File: config.mk
export PLATFORM = sky130hd
export DESIGN_NAME = core_datapath
export DESIGN_NICKNAME = d
export VERILOG_FILES = /design/src/verilog/core_pkg.sv /design/src/verilog/alu_if.sv /design/src/verilog/alu_unit.sv /design/src/verilog/core_datapath.sv
export VERILOG_INCLUDE_DIRS = /design/src /design/src/verilog
export SDC_FILE = /design/constraint.sdc
export NUM_CORES = 1
export LEC_CHECK = 0
export BUFFER_PORTS_ARGS = -buffer_cell sky130_fd_sc_hd__clkbuf_2
export CAP_MARGIN = 40
export CORE_ASPECT_RATIO = 2
export CORE_MARGIN = 2
export CORE_UTILIZATION = 25
export DETAILED_ROUTE_END_ITERATION = 8
export PLACE_DENSITY = 0.4
export SLEW_MARGIN = 20
export SYNTH_ARGS = -nofsm -noshare
export SYNTH_HDL_FRONTEND = slang
export SYNTH_SLANG_ARGS = --single-unit
File: constraint.sdc
create_clock -name mclk -period 11.3 [get_ports mclk]
set_input_delay 0.565 -clock mclk [delete_from_list [all_inputs] [get_ports mclk]]
set_output_delay 0.565 -clock mclk [all_outputs]
set_load 0.02 [all_outputs]
File: src/verilog/core_consts.svh
// Purpose: Shared constants of the 8-bit core datapath
// Assumes: Included by bare name from the modules only, not the package
// Notes: Definitions only, no logic
//
// Summary of operation
// - Every instruction is one fourteen-bit word
// - One full word fetched per instruction cycle
// - Next word fetched while current one executes
// - Non-branching instructions finish in one cycle
// - Program counter addresses internal program memory only
// - Program counter and status live in data space
// - Direct or indirect addressing reaches any register
// - Eight-bit ALU adds, subtracts, shifts, does logic
// - Arithmetic treats operands as two's complement
// - Two operands: accumulator plus register or literal
// - One operand: accumulator or file register
// - Accumulator has no data memory address
// - ALU updates carry, nibble ripple, zero flags
// - Subtraction flags report no-borrow, set when none occurs
// - Four phases; count, latch, then execute
// - Flow change discards prefetched word, two cycles
`ifndef CORE_CONSTS_SVH
`define CORE_CONSTS_SVH

// ****************************************
// Widths and sizes
// ****************************************
`define INSTR_W 14
`define DATA_W 8
`define DADDR_W 7
`define PC_BITS 11
`define PROG_WORDS 2048

// ****************************************
// Timing
// ****************************************
`define CLK_PERIOD_NS 8
`define DOC_CYCLE_NS 200
`define DOC_CLK_MHZ 20
`define PHASES_PER_CYCLE ((`DOC_CYCLE_NS * `DOC_CLK_MHZ) / 1000)

// ****************************************
// Instruction fields
// ****************************************
`define IR_CLASS 13:12
`define IR_OPC 11:8
`define IR_DEST 7
`define IR_FILE 6:0
`define IR_LIT 7:0
`define IR_JUMP 10:0
`define IR_JSEL 11
`define CLS_BYTE 2'h0
`define CLS_CTRL 2'h2
`define CLS_LIT 2'h3

// ****************************************
// Mapped registers and status bits
// ****************************************
`define ADDR_INDIRECT 7'h00
`define ADDR_PCL 7'h02
`define ADDR_STATUS 7'h03
`define ADDR_FSR 7'h04
`define ST_C 0
`define ST_DC 1
`define ST_Z 2
`define STATUS_RST 8'h00
`define ZERO_BYTE 8'h00

`endif

File: src/verilog/core_pkg.sv
// Purpose: Types of the 8-bit core datapath
// Assumes: core_consts.svh available on the include path
// Notes: Types only; numbers live in the header
`default_nettype none
package core_pkg;
    // Instruction cycle phases
    typedef enum logic [1:0] {
        PH_ONE = 2'b00,
        PH_TWO = 2'b01,
        PH_THREE = 2'b10,
        PH_FOUR = 2'b11
    } phase_t;

    // ALU functions
    typedef enum logic [3:0] {
        ALU_NOP = 4'b0000,
        ALU_MOVE = 4'b0001,
        ALU_LOAD = 4'b0010,
        ALU_PASS = 4'b0011,
        ALU_ADD = 4'b0100,
        ALU_SUB = 4'b0101,
        ALU_AND = 4'b0110,
        ALU_IOR = 4'b0111,
        ALU_XOR = 4'b1000,
        ALU_COM = 4'b1001,
        ALU_INC = 4'b1010,
        ALU_DEC = 4'b1011,
        ALU_RLF = 4'b1100,
        ALU_RRF = 4'b1101,
        ALU_SWAP = 4'b1110,
        ALU_CLR = 4'b1111
    } alu_op_t;
endpackage
`default_nettype wire

File: src/verilog/alu_if.sv
// Purpose: Carrier between the core sequencer and its ALU
// Assumes: core_pkg compiled first
// Notes: Purely combinational signals
`timescale 1ns/100ps
`default_nettype none
interface alu_if;
    import core_pkg::*;
    alu_op_t op;           // Function select
    logic [7:0] a;         // Accumulator operand
    logic [7:0] b;         // File or literal operand
    logic cin;             // Carry in for rotates
    logic [7:0] y;         // Result
    logic c;               // Carry or no-borrow out
    logic dc;              // Nibble carry or no-borrow out
    logic upd_c;           // Function affects carry
    logic upd_dc;          // Function affects nibble flag
    logic upd_z;           // Function affects zero flag
    modport core (output op, a, b, cin, input y, c, dc, upd_c, upd_dc, upd_z);
    modport alu (input op, a, b, cin, output y, c, dc, upd_c, upd_dc, upd_z);
endinterface
`default_nettype wire

File: src/verilog/alu_unit.sv
// Purpose: Eight-bit two's complement ALU
// Assumes: Operand a is the accumulator, b the file or literal
// Notes: Subtraction computes b minus a
`timescale 1ns/100ps
`default_nettype none
`include "core_consts.svh"
module alu_unit
    import core_pkg::*;
(
    // Operands and results
    alu_if.alu bus
);
    // ****************************************
    // Adder shared by add and subtract
    // ****************************************
    wire is_sub = (bus.op == ALU_SUB);
    // Subtract adds the inverted accumulator plus one
    wire [7:0] addend = is_sub ? ~bus.a : bus.a;
    wire [8:0] sum = {1'b0, bus.b} + {1'b0, addend} + {8'h00, is_sub};
    wire [4:0] nib = {1'b0, bus.b[3:0]} + {1'b0, addend[3:0]} + {4'h0, is_sub};
    // Carry outs read as no-borrow when subtracting
    assign bus.c = (bus.op == ALU_RLF) ? bus.b[7] : (bus.op == ALU_RRF) ? bus.b[0] : sum[8];
    assign bus.dc = nib[4];

    // Flag usage per function
    wire arith = (bus.op == ALU_ADD) || is_sub;
    assign bus.upd_c = arith || (bus.op == ALU_RLF) || (bus.op == ALU_RRF);
    assign bus.upd_dc = arith;
    assign bus.upd_z = !(bus.op inside {ALU_NOP, ALU_MOVE, ALU_LOAD, ALU_RLF, ALU_RRF, ALU_SWAP});

    // ****************************************
    // Result select
    // ****************************************
    always_comb begin
        case (bus.op)
            ALU_MOVE: bus.y = bus.a;
            ALU_LOAD, ALU_PASS: bus.y = bus.b;
            ALU_ADD, ALU_SUB: bus.y = sum[7:0];
            ALU_AND: bus.y = bus.a & bus.b;
            ALU_IOR: bus.y = bus.a | bus.b;
            ALU_XOR: bus.y = bus.a ^ bus.b;
            ALU_COM: bus.y = ~bus.b;
            ALU_INC: bus.y = bus.b + 8'h01;
            ALU_DEC: bus.y = bus.b - 8'h01;
            // Rotates pass through carry
            ALU_RLF: bus.y = {bus.b[6:0], bus.cin};
            ALU_RRF: bus.y = {bus.cin, bus.b[7:1]};
            ALU_SWAP: bus.y = {bus.b[3:0], bus.b[7:4]};
            default: bus.y = `ZERO_BYTE;
        endcase
    end
endmodule
`default_nettype wire

File: src/verilog/core_datapath.sv
// Purpose: Fetch/execute sequencer and register state of the core
// Assumes: Program and data memories answer within one phase
// Notes: One instruction cycle is four mclk cycles
`timescale 1ns/100ps
`default_nettype none
`include "core_consts.svh"
module core_datapath
    import core_pkg::*;
#(
    parameter int PC_W = `PC_BITS,
    parameter int MEM_WORDS = `PROG_WORDS
) (
    // Clock and reset
    input wire logic mclk,
    input wire logic arst_n,
    // Program bus
    output var logic [PC_W-1:0] pc_addr,
    input wire logic [`INSTR_W-1:0] instr_word,
    // Data bus
    output var logic [`DADDR_W-1:0] data_addr,
    input wire logic [`DATA_W-1:0] data_rdata,
    output var logic [`DATA_W-1:0] data_wdata,
    output var logic data_we,
    // Observation
    output var logic [`DATA_W-1:0] status,
    output var logic cycle_clk
);
    // ****************************************
    // State
    // ****************************************
    localparam logic [PC_W-1:0] PC_MASK = PC_W'(MEM_WORDS - 1);
    phase_t phase;                  // Current phase
    logic [PC_W-1:0] pc;            // Next fetch address
    logic [`INSTR_W-1:0] ir;        // Executing word
    logic ir_valid;                 // Executing word is live
    logic [7:0] w;                  // Working accumulator
    logic [7:0] fsr;                // Indirect pointer
    logic [7:0] opnd;               // Captured file operand
    alu_if bus();
    alu_op_t op;

    // ****************************************
    // Decode
    // ****************************************
    // Whole instruction held in a single word
    wire is_byte = (ir[`IR_CLASS] == `CLS_BYTE);
    wire is_lit = (ir[`IR_CLASS] == `CLS_LIT);
    wire is_goto = (ir[`IR_CLASS] == `CLS_CTRL) && ir[`IR_JSEL];
    wire [3:0] opc = ir[`IR_OPC];
    wire [6:0] fld = ir[`IR_FILE];
    wire is_skip = is_byte && (opc == 4'hb || opc == 4'hf);

    function automatic alu_op_t decode_op(input logic byte_f, input logic lit_f, input logic [3:0] o,
                                          input logic d);
        alu_op_t r;
        r = ALU_NOP;
        if (byte_f) begin
            case (o)
                4'h0: r = d ? ALU_MOVE : ALU_NOP;
                4'h1: r = ALU_CLR;
                4'h2: r = ALU_SUB;
                4'h3, 4'hb: r = ALU_DEC;
                4'h4: r = ALU_IOR;
                4'h5: r = ALU_AND;
                4'h6: r = ALU_XOR;
                4'h7: r = ALU_ADD;
                4'h8: r = ALU_PASS;
                4'h9: r = ALU_COM;
                4'ha, 4'hf: r = ALU_INC;
                4'hc: r = ALU_RRF;
                4'hd: r = ALU_RLF;
                4'he: r = ALU_SWAP;
                default: r = ALU_NOP;
            endcase
        end else if (lit_f) begin
            case (o)
                4'h0, 4'h1, 4'h2, 4'h3: r = ALU_LOAD;
                4'h8: r = ALU_IOR;
                4'h9: r = ALU_AND;
                4'ha: r = ALU_XOR;
                4'hc, 4'hd: r = ALU_SUB;
                4'he, 4'hf: r = ALU_ADD;
                default: r = ALU_NOP;
            endcase
        end
        return r;
    endfunction

    assign op = decode_op(is_byte, is_lit, opc, ir[`IR_DEST]);
    // Indirect access goes through the pointer
    wire [6:0] eff_addr = (fld == `ADDR_INDIRECT) ? fsr[6:0] : fld;
    wire wr_f = is_byte && ir[`IR_DEST] && (op != ALU_NOP);
    wire wr_w = (op != ALU_NOP) && !wr_f;
    wire commit = (phase == PH_FOUR) && ir_valid;

    // Mapped registers answer from inside the core
    wire hit_pcl = (data_addr == `ADDR_PCL);
    wire hit_status = (data_addr == `ADDR_STATUS);
    wire hit_fsr = (data_addr == `ADDR_FSR);
    wire hit_int = hit_pcl || hit_status || hit_fsr || (data_addr == `ADDR_INDIRECT);
    wire [7:0] rd_mux = hit_pcl ? pc[7:0] : hit_status ? status : hit_fsr ? fsr :
                        (data_addr == `ADDR_INDIRECT) ? `ZERO_BYTE : data_rdata;

    // ****************************************
    // ALU hookup
    // ****************************************
    // Accumulator plus file or literal
    assign bus.op = op;
    assign bus.a = w;
    assign bus.b = is_lit ? ir[`IR_LIT] : opnd;
    assign bus.cin = status[`ST_C];
    alu_unit u_alu (
        .bus(bus)
    );

    // Skip counters leave the zero flag alone
    wire upd_z = bus.upd_z && !is_skip;
    wire res_zero = (bus.y == `ZERO_BYTE);
    wire pcl_wr = wr_f && hit_pcl;
    // Jump destination as a fetch address, for the branch check
    wire [PC_W-1:0] goto_dest = PC_W'(ir[`IR_JUMP]) & PC_MASK;
    // Any change of flow discards the prefetched word
    wire flush = commit && (is_goto || pcl_wr || (is_skip && res_zero));

    logic [7:0] next_status;
    always_comb begin
        next_status = status;
        if (wr_f && hit_status) begin
            next_status = bus.y;
        end
        // Flags win over a direct write
        if (bus.upd_c) begin
            next_status[`ST_C] = bus.c;
        end
        if (bus.upd_dc) begin
            next_status[`ST_DC] = bus.dc;
        end
        if (upd_z) begin
            next_status[`ST_Z] = res_zero;
        end
    end

    logic [PC_W-1:0] next_pc;
    always_comb begin
        next_pc = pc;
        // Counter advances in phase one, wrapping within memory
        if (phase == PH_ONE) begin
            next_pc = (pc + PC_W'(1)) & PC_MASK;
        end else if (flush && is_goto) begin
            next_pc = PC_W'(ir[`IR_JUMP]) & PC_MASK;
        end else if (flush && pcl_wr) begin
            next_pc = {pc[PC_W-1:8], bus.y} & PC_MASK;
        end
    end

    // ****************************************
    // Phase sequencer
    // ****************************************
    // Four non-overlapping phases per instruction cycle
    always_ff @(posedge mclk or negedge arst_n) begin
        if (!arst_n) begin
            phase <= PH_ONE;
            cycle_clk <= 1'b0;
        end else begin
            phase <= phase_t'(phase + 2'b01);
            cycle_clk <= (phase == PH_ONE) || (phase == PH_FOUR);
        end
    end

    // ****************************************
    // Fetch side
    // ****************************************
    // Fetch overlaps execution; word latched in phase four
    always_ff @(posedge mclk or negedge arst_n) begin
        if (!arst_n) begin
            pc <= '0;
            pc_addr <= '0;
            ir <= '0;
            ir_valid <= 1'b0;
        end else begin
            pc <= next_pc;
            if (phase == PH_ONE) begin
                pc_addr <= pc;
            end
            if (phase == PH_FOUR) begin
                ir <= instr_word;
                ir_valid <= !flush;
            end
        end
    end

    // ****************************************
    // Execute side
    // ****************************************
    // Address in phase one, operand in phase three, commit in phase four
    always_ff @(posedge mclk or negedge arst_n) begin
        if (!arst_n) begin
            data_addr <= '0;
            opnd <= '0;
            data_we <= 1'b0;
            data_wdata <= '0;
        end else begin
            if (phase == PH_ONE) begin
                data_addr <= eff_addr;
            end
            if (phase == PH_THREE) begin
                opnd <= rd_mux;
            end
            data_we <= commit && wr_f && !hit_int;
            if (commit) begin
                data_wdata <= bus.y;
            end
        end
    end

    // Accumulator stays private to the core
    always_ff @(posedge mclk or negedge arst_n) begin
        if (!arst_n) begin
            w <= `ZERO_BYTE;
            fsr <= `ZERO_BYTE;
            status <= `STATUS_RST;
        end else if (commit) begin
            w <= wr_w ? bus.y : w;
            fsr <= (wr_f && hit_fsr) ? bus.y : fsr;
            status <= next_status;
        end
    end
endmodule
`default_nettype wire

**Yosys cells after proc, flatten, opt, wreduce, memory -nomap -nowiden**

Memories as Yosys holds them, arrays and structs flattened.
Index checks and enable logic that the tools add are counted.

- Output and inout port bits: 36
- Logic and storage cells: 143
- Bits in read-only memories: 64
- Memories: 1
- Flip-flop bits (word level): 88

- Reductions and logical operators: 55
- Equal/unequal tests: 36
- Muxes and demuxes: 21
- Add/subtract/negate cells: 8
- Bitwise operators: 5

Memory list:

| memory | words | width | rd ports | clocked after memory_dff | write ports | RTL line | RTL |
|---|---|---|---|---|---|---|---|
| (no name shown) | 16 | 4 | 1 | 0 | 0 | core_datapath.sv:76 | `case (o)` |

Operators with widths:

| operator | count |
|---|---|
| case mux 8 bit (12 select lines) | 1 |
| equality test 4 bit (second input constant) | 15 |
| 2-to-1 mux 8 bit | 7 |
| case mux 4 bit (14 select lines) | 1 |
| equality test 4 x 3 -> 1 bit (second input constant) | 8 |
| 2-to-1 mux 11 bit | 2 |
| equality test 4 x 2 -> 1 bit (second input constant) | 4 |
| logical AND 1 bit | 16 |
| inverter 8 bit | 2 |
| equality test 7 x 2 -> 1 bit (second input constant) | 2 |
| zero test 7 bit | 2 |
| AND reduction 2 bit | 6 |
| adder 11 x 1 -> 11 bit (second input constant) | 1 |
| logical OR 1 bit | 10 |
| adder 8 x 8 -> 9 bit | 1 |
| adder 9 x 1 -> 9 bit | 1 |
| adder 8 x 1 -> 8 bit (second input constant) | 1 |
| AND 8 bit | 1 |
| equality test 2 bit (second input constant) | 4 |
| equality test 4 x 1 -> 1 bit (second input constant) | 2 |
| zero test 4 bit | 2 |
| zero test 8 bit | 1 |
| 2-to-1 mux 4 bit | 2 |
| bitwise OR 8 bit | 1 |
| other kinds (16) | 32 |

**Logic depth before layout (Yosys ltp)**

- Depth after elaboration: 17
- Gate-level depth with buffers: 18
- Gate-level depth less buffers: 16

**Cells and area by module**

A second synthesis with hierarchy kept.

- Cell total of the unflattened synthesis: 665
- Area, all modules: 6246.0 um2

By module, submodules not included:

| module | sequential area each (um2) | area each (um2) | cells an instance | times used |
|---|---|---|---|---|
| core_datapath | 2202.1 | 4494.3 | 410 | 1 |
| alu_unit | 0.0 | 1751.7 | 255 | 1 |

**Least setup slack after synthesis**

No wires, ideal clock.

- Path type: register -> register
- Start point: register ir[13]
- End point: register status[2]
- Setup slack: 7.505 ns
- Library setup time: 0.120 ns
- Arrival time: 3.675 ns
- Clock period less this slack: 3.795 ns
- Cell stages (with the launch flop): 16
- Buffers on the path: 0
- Cells stage by stage: dfrtp_1 or3b_2 o31ai_2 nand2_4 xnor2_1 inv_1 fa_1 nor2b_1 o21ai_0 a21oi_1 nor3_1 or3b_2 and4_4 and4_1 and4_1 a31o_1

- Longest elaborated chain between the ends: 10
- Elaborated cells between the ends (all ways): 46
- Classes of those cells: 4 x add/sub; 15 x eq/ne; 7 x mux; 4 x bitwise; 16 x reduce/logical

Ends and longest elaborated chain:

| element | RTL line | RTL |
|---|---|---|
| start: declaration | core_datapath.sv:34 | `` logic [`INSTR_W-1:0] ir; `` |
| start signal: assignment | core_datapath.sv:186 | `ir <= instr_word;` |
| equality test 2 bit (no line) | -- |  |
| 2-to-1 mux 4 bit | core_datapath.sv:75 | `end else if (lit_f) begin` |
| 2-to-1 mux 4 bit | core_datapath.sv:57 | `if (byte_f) begin` |
| equality test 4 x 3 -> 1 bit | alu_unit.sv:16, alu_unit.sv:35 |  |
| 2-to-1 mux 8 bit | alu_unit.sv:18 | `wire [7:0] addend = is_sub ? ~bus.a : bus.a;` |
| adder 8 x 8 -> 9 bit | alu_unit.sv:19 | `wire [8:0] sum = {1'b0, bus.b} + {1'b0, addend} + {8'h00, is_sub};` |
| adder 9 x 1 -> 9 bit | alu_unit.sv:19 |  |
| case mux 8 bit (12 select lines) | alu_unit.sv:35 | `case (bus.op)` |
| zero test 8 bit (no line) or 2-to-1 mux 3 bit (tied branches) | -- |  |
| 2-to-1 mux 1 bit | core_datapath.sv:138 | `if (upd_z) begin` |
| end signal: assignment | core_datapath.sv:221 | `` status <= `STATUS_RST; `` |
| end signal: assignment | core_datapath.sv:225 | `status <= next_status;` |
| end: declaration | core_datapath.sv:25 | `` output var logic [`DATA_W-1:0] status, `` |

Parallel ways exist; a longest one is shown, timed or not. The select of a mux whose other input is x is not followed.
A chain may end at the register's enable or synchronous reset.

**Final worst setup path**

Ends and elaborated chain as after synthesis.

==> qor.yml <==
status: "finished, final reports clean"
avgSynthCellArea_um2: 8.610
wl_per_cell_um: 21.89
grt_max_degree: 55
vias: 5720
cts_buffers: 9
start_util: 0.2531
placed_cells: 1099
ios: 60
wl_mm: 24.41
cts_root_buffer: "clkbuf_16"
drive_above_1_share: 0.1861
finalSetupViolCount: 0
cts.hold.buffers_added: 0
power_leakage_uw: 0.003105
period_share: 0.4269
rsz0062_at_grt: "no"
cts_sinks: 88
nNetsFinal: 833
synth_cell_types: 87
drc: 0
cts-resized-gates: 0
place.gp.congestion: 0.9016
syn_nets: 792
n_antenna_cell: 0
yosysSeqAreaShare: 0.3489
drt-initial-drc-count: 237
drtAntennaViolNets: 0
io_buffers: 59
synth_edf_count: 0
worst_pin_slew_ns: 0.7769
ys_ff_latch: 88
totalNegativeSetupSlack_ns: 0
core_um2: 24930
htree_num_levels: 3
final_max_slew_viol_count: 0
clk_path_buf_depth: 2
hold_class: "in -> async"
path_clk_slew_ns: 0.07
vdd_drop_max_v: 0.0001364
period_minus_slack_ns: 4.825
critPathKind: "reg -> reg"
globalRoute.totalOverflow: 0
die_h_um: 228.7
clk_latency_ns: 0.37
syn_inst: 733
cp-start-kind: "flop"
hpwl_mm: 19.57
grtUsageTotal: 0.1912
ys.flop_type: "dfrtp_1"
die-width_um: 116.4
syn_area_um2: 6311
crit_path_end_kind: "flop"
firstDrtPassIters: 4
cts_setup_buffers: 0
worstPathRequired_ns: 11.56
grt_first_pass_wirelength_mm: 37.12
fmax_mhz: 207.3
antenna_found_initial: 0
grt_pass1_vias: 5992
synthToLayoutAreaGrowth_pct: 15.07
cts_tree: "done"
max_slew_margin: 0.4766
fillCellCount: 2698
synth_warnings: 0
crit_fanout: 21
drv_cap: 0
fin_skew_ns: 0.008307
fin_cells: 1115
synth_async_sr_flop_share: 1.000
arrival_ns: 5.08
row_count: 82
hold_violations: 0
powerDensity_nw_per_um2: 151.2
viasPerCell: 5.130
design.die.area_um2: 26610
-- cells in the final DEF (no fill, tap or decap), types with 4 or more instances in the layout --
| cell type | n |
|---|---|
| nor2b_1 | 6 |
| xnor2_1 | 14 |
| mux2i_1 | 9 |
| ha_1 | 32 |
| o211ai_1 | 7 |
| or4_1 | 5 |
| inv_1 | 27 |
| or3_1 | 6 |
| clkbuf_16 | 9 |
| a21o_1 | 4 |
| and4_1 | 4 |
| a32oi_1 | 4 |
| a311oi_1 | 12 |
| a22oi_1 | 9 |
| nor2_1 | 80 |
| clkbuf_2 | 58 |
| nand2_1 | 73 |
| dfrtp_1 | 88 |
| o22ai_1 | 7 |
| or2_2 | 4 |
| nand2b_1 | 8 |
| buf_4 | 11 |
| nand4_1 | 7 |
| a21oi_1 | 71 |
| o31ai_1 | 4 |
| nand3_1 | 29 |
| mux2_2 | 25 |
| nor3_1 | 11 |
| or3b_2 | 4 |
| o21ai_0 | 51 |
| and3_1 | 7 |
-- stage by stage --
| step | power [uW] | setup slack [ns] | hold slack, ns | utilization | instance area (um^2) |
|---|---|---|---|---|---|
| after global routing | 1163 | 6.054 | 0.1817 | 0.2913 | 7262 |
| after detailed placement | 770.2 | 6.479 | 0.4641 | 0.2781 | 6933 |
| after global placement | 770.8 | 6.470 | 0.4657 | 0.2760 | 6880 |
| after CTS | 1118 | 6.442 | 0.1440 | 0.2913 | 7262 |
| after floorplan | 635.0 | 7.505 | 0.2694 | - | 6311 |
| final | 1098 | 6.475 | 0.1473 | 0.2913 | 7262 |
-- cells in the mapped netlist, types with 3 or more instances --
cell type   n  area share
and4_1      4      0.0056
a32oi_1     4      0.0056
or4_1       5      0.0059
inv_1      27       0.016
o21ai_0    51       0.040
a311oi_1   12       0.017
o21bai_1    3      0.0036
a22o_1      3      0.0042
nor2_1     80       0.048
a21boi_0    3      0.0036
o31ai_1     4      0.0048
ha_1       33       0.065
buf_6       4      0.0071
a21o_1      4      0.0048
mux2_2     25       0.045
a21oi_1    71       0.056
buf_2      10      0.0079
o22ai_1     7      0.0069
or3_1       6      0.0059
nand3_1    29       0.023
o211ai_1    7      0.0083
xnor2_1    14       0.019
nand2b_1    8      0.0079
nor3_1     11      0.0087
a31oi_1     3      0.0030
nand2_1    73       0.043
mux2i_1     9       0.014
or2_2       4      0.0040
or3b_2      4      0.0056
buf_1       5      0.0030
dfrtp_1    88        0.35
a221oi_1    3      0.0042
clkbuf_1   22       0.013
o21a_1      3      0.0036
and3_1      7      0.0069
nand4_1     7      0.0069
nand3b_1    3      0.0036
a22oi_1     9       0.011
nor2b_1     6      0.0059
-- critical path: stages (launching register included) --
cell     delay (ns)
dfrtp_1        0.65
nand2_2        0.34
or3_1          0.51
nand3_4        0.30
nand2_4        0.19
xnor2_1        0.17
ha_1           0.36
nor2b_1        0.17
o21ai_0        0.25
a21oi_1        0.15
o21ai_0        0.28
or3b_2         0.48
and4_4         0.24
and4_1         0.19
and4_1         0.21
a31o_1         0.20
-- report_power, final --
group	switching [uW]	leakage (uW)	internal [uW]
Sequential	77.4	0.00109	362
Clock	140	0.000154	196
Combinational	195	0.00186	127
Total	413	0.00311	685
-- cell families (layout without fill, tap and decap cells) --
logic type      count (synthesis)  in the layout  synth area share
flops                          88             88            0.3489
simple gates                  269            269            0.2155
fa+ha+maj                      35             35           0.07177
xor+xnor                       16             16           0.02221
buf+inv                        69            115           0.04838
compound gates                219            219            0.2266
mux                            37             37           0.06661
-- cell type report --
class	instances	area, um^2	share of cell area
inverters	27	101.3	0.01396
multi-input cells	576	3806	0.5241
clock buffers	9	225.2	0.03101
repair buffers	72	402.9	0.05548
well taps	336	420.4	0.05789
flip-flops and latches	88	2202	0.3032
clock inverters	7	103.9	0.01430
-- flip-flops by register name, indices dropped and copies added, names as in the netlist --
signal      count
phase           2
pc_addr        11
status          8
bus.a           8
ir_valid        1
ir             14
fsr             8
data_we         1
data_wdata      8
data_addr       7
cycle_clk       1
pc             11
opnd            8
-- path summary, 6_finish.rpt --
path                                     from             to  slack, ns  cells past startpoint
worst max-delay path                   ir[13]      status[2]       6.48                     15
worst min-delay path                   arst_n  data_wdata[7]       0.15                      1
worst max register to register         ir[13]      status[2]       6.48                     15
worst min register to register       phase[0]       phase[0]       0.47                      1
max in group asynchronous              arst_n      cycle_clk      10.02                      2
min in group mclk               instr_word[0]          ir[0]       0.43                      2
-- per-layer routing --
metal	up-vias	wire, um	global-route usage
met2	122	13980	0.3656
li1	2760	-	-
met4	0	1647	0.1217
met3	69	677	0.02705
met5	-	0	0
met1	2769	8096	0.1818
(Power assumes the default switching activity.)
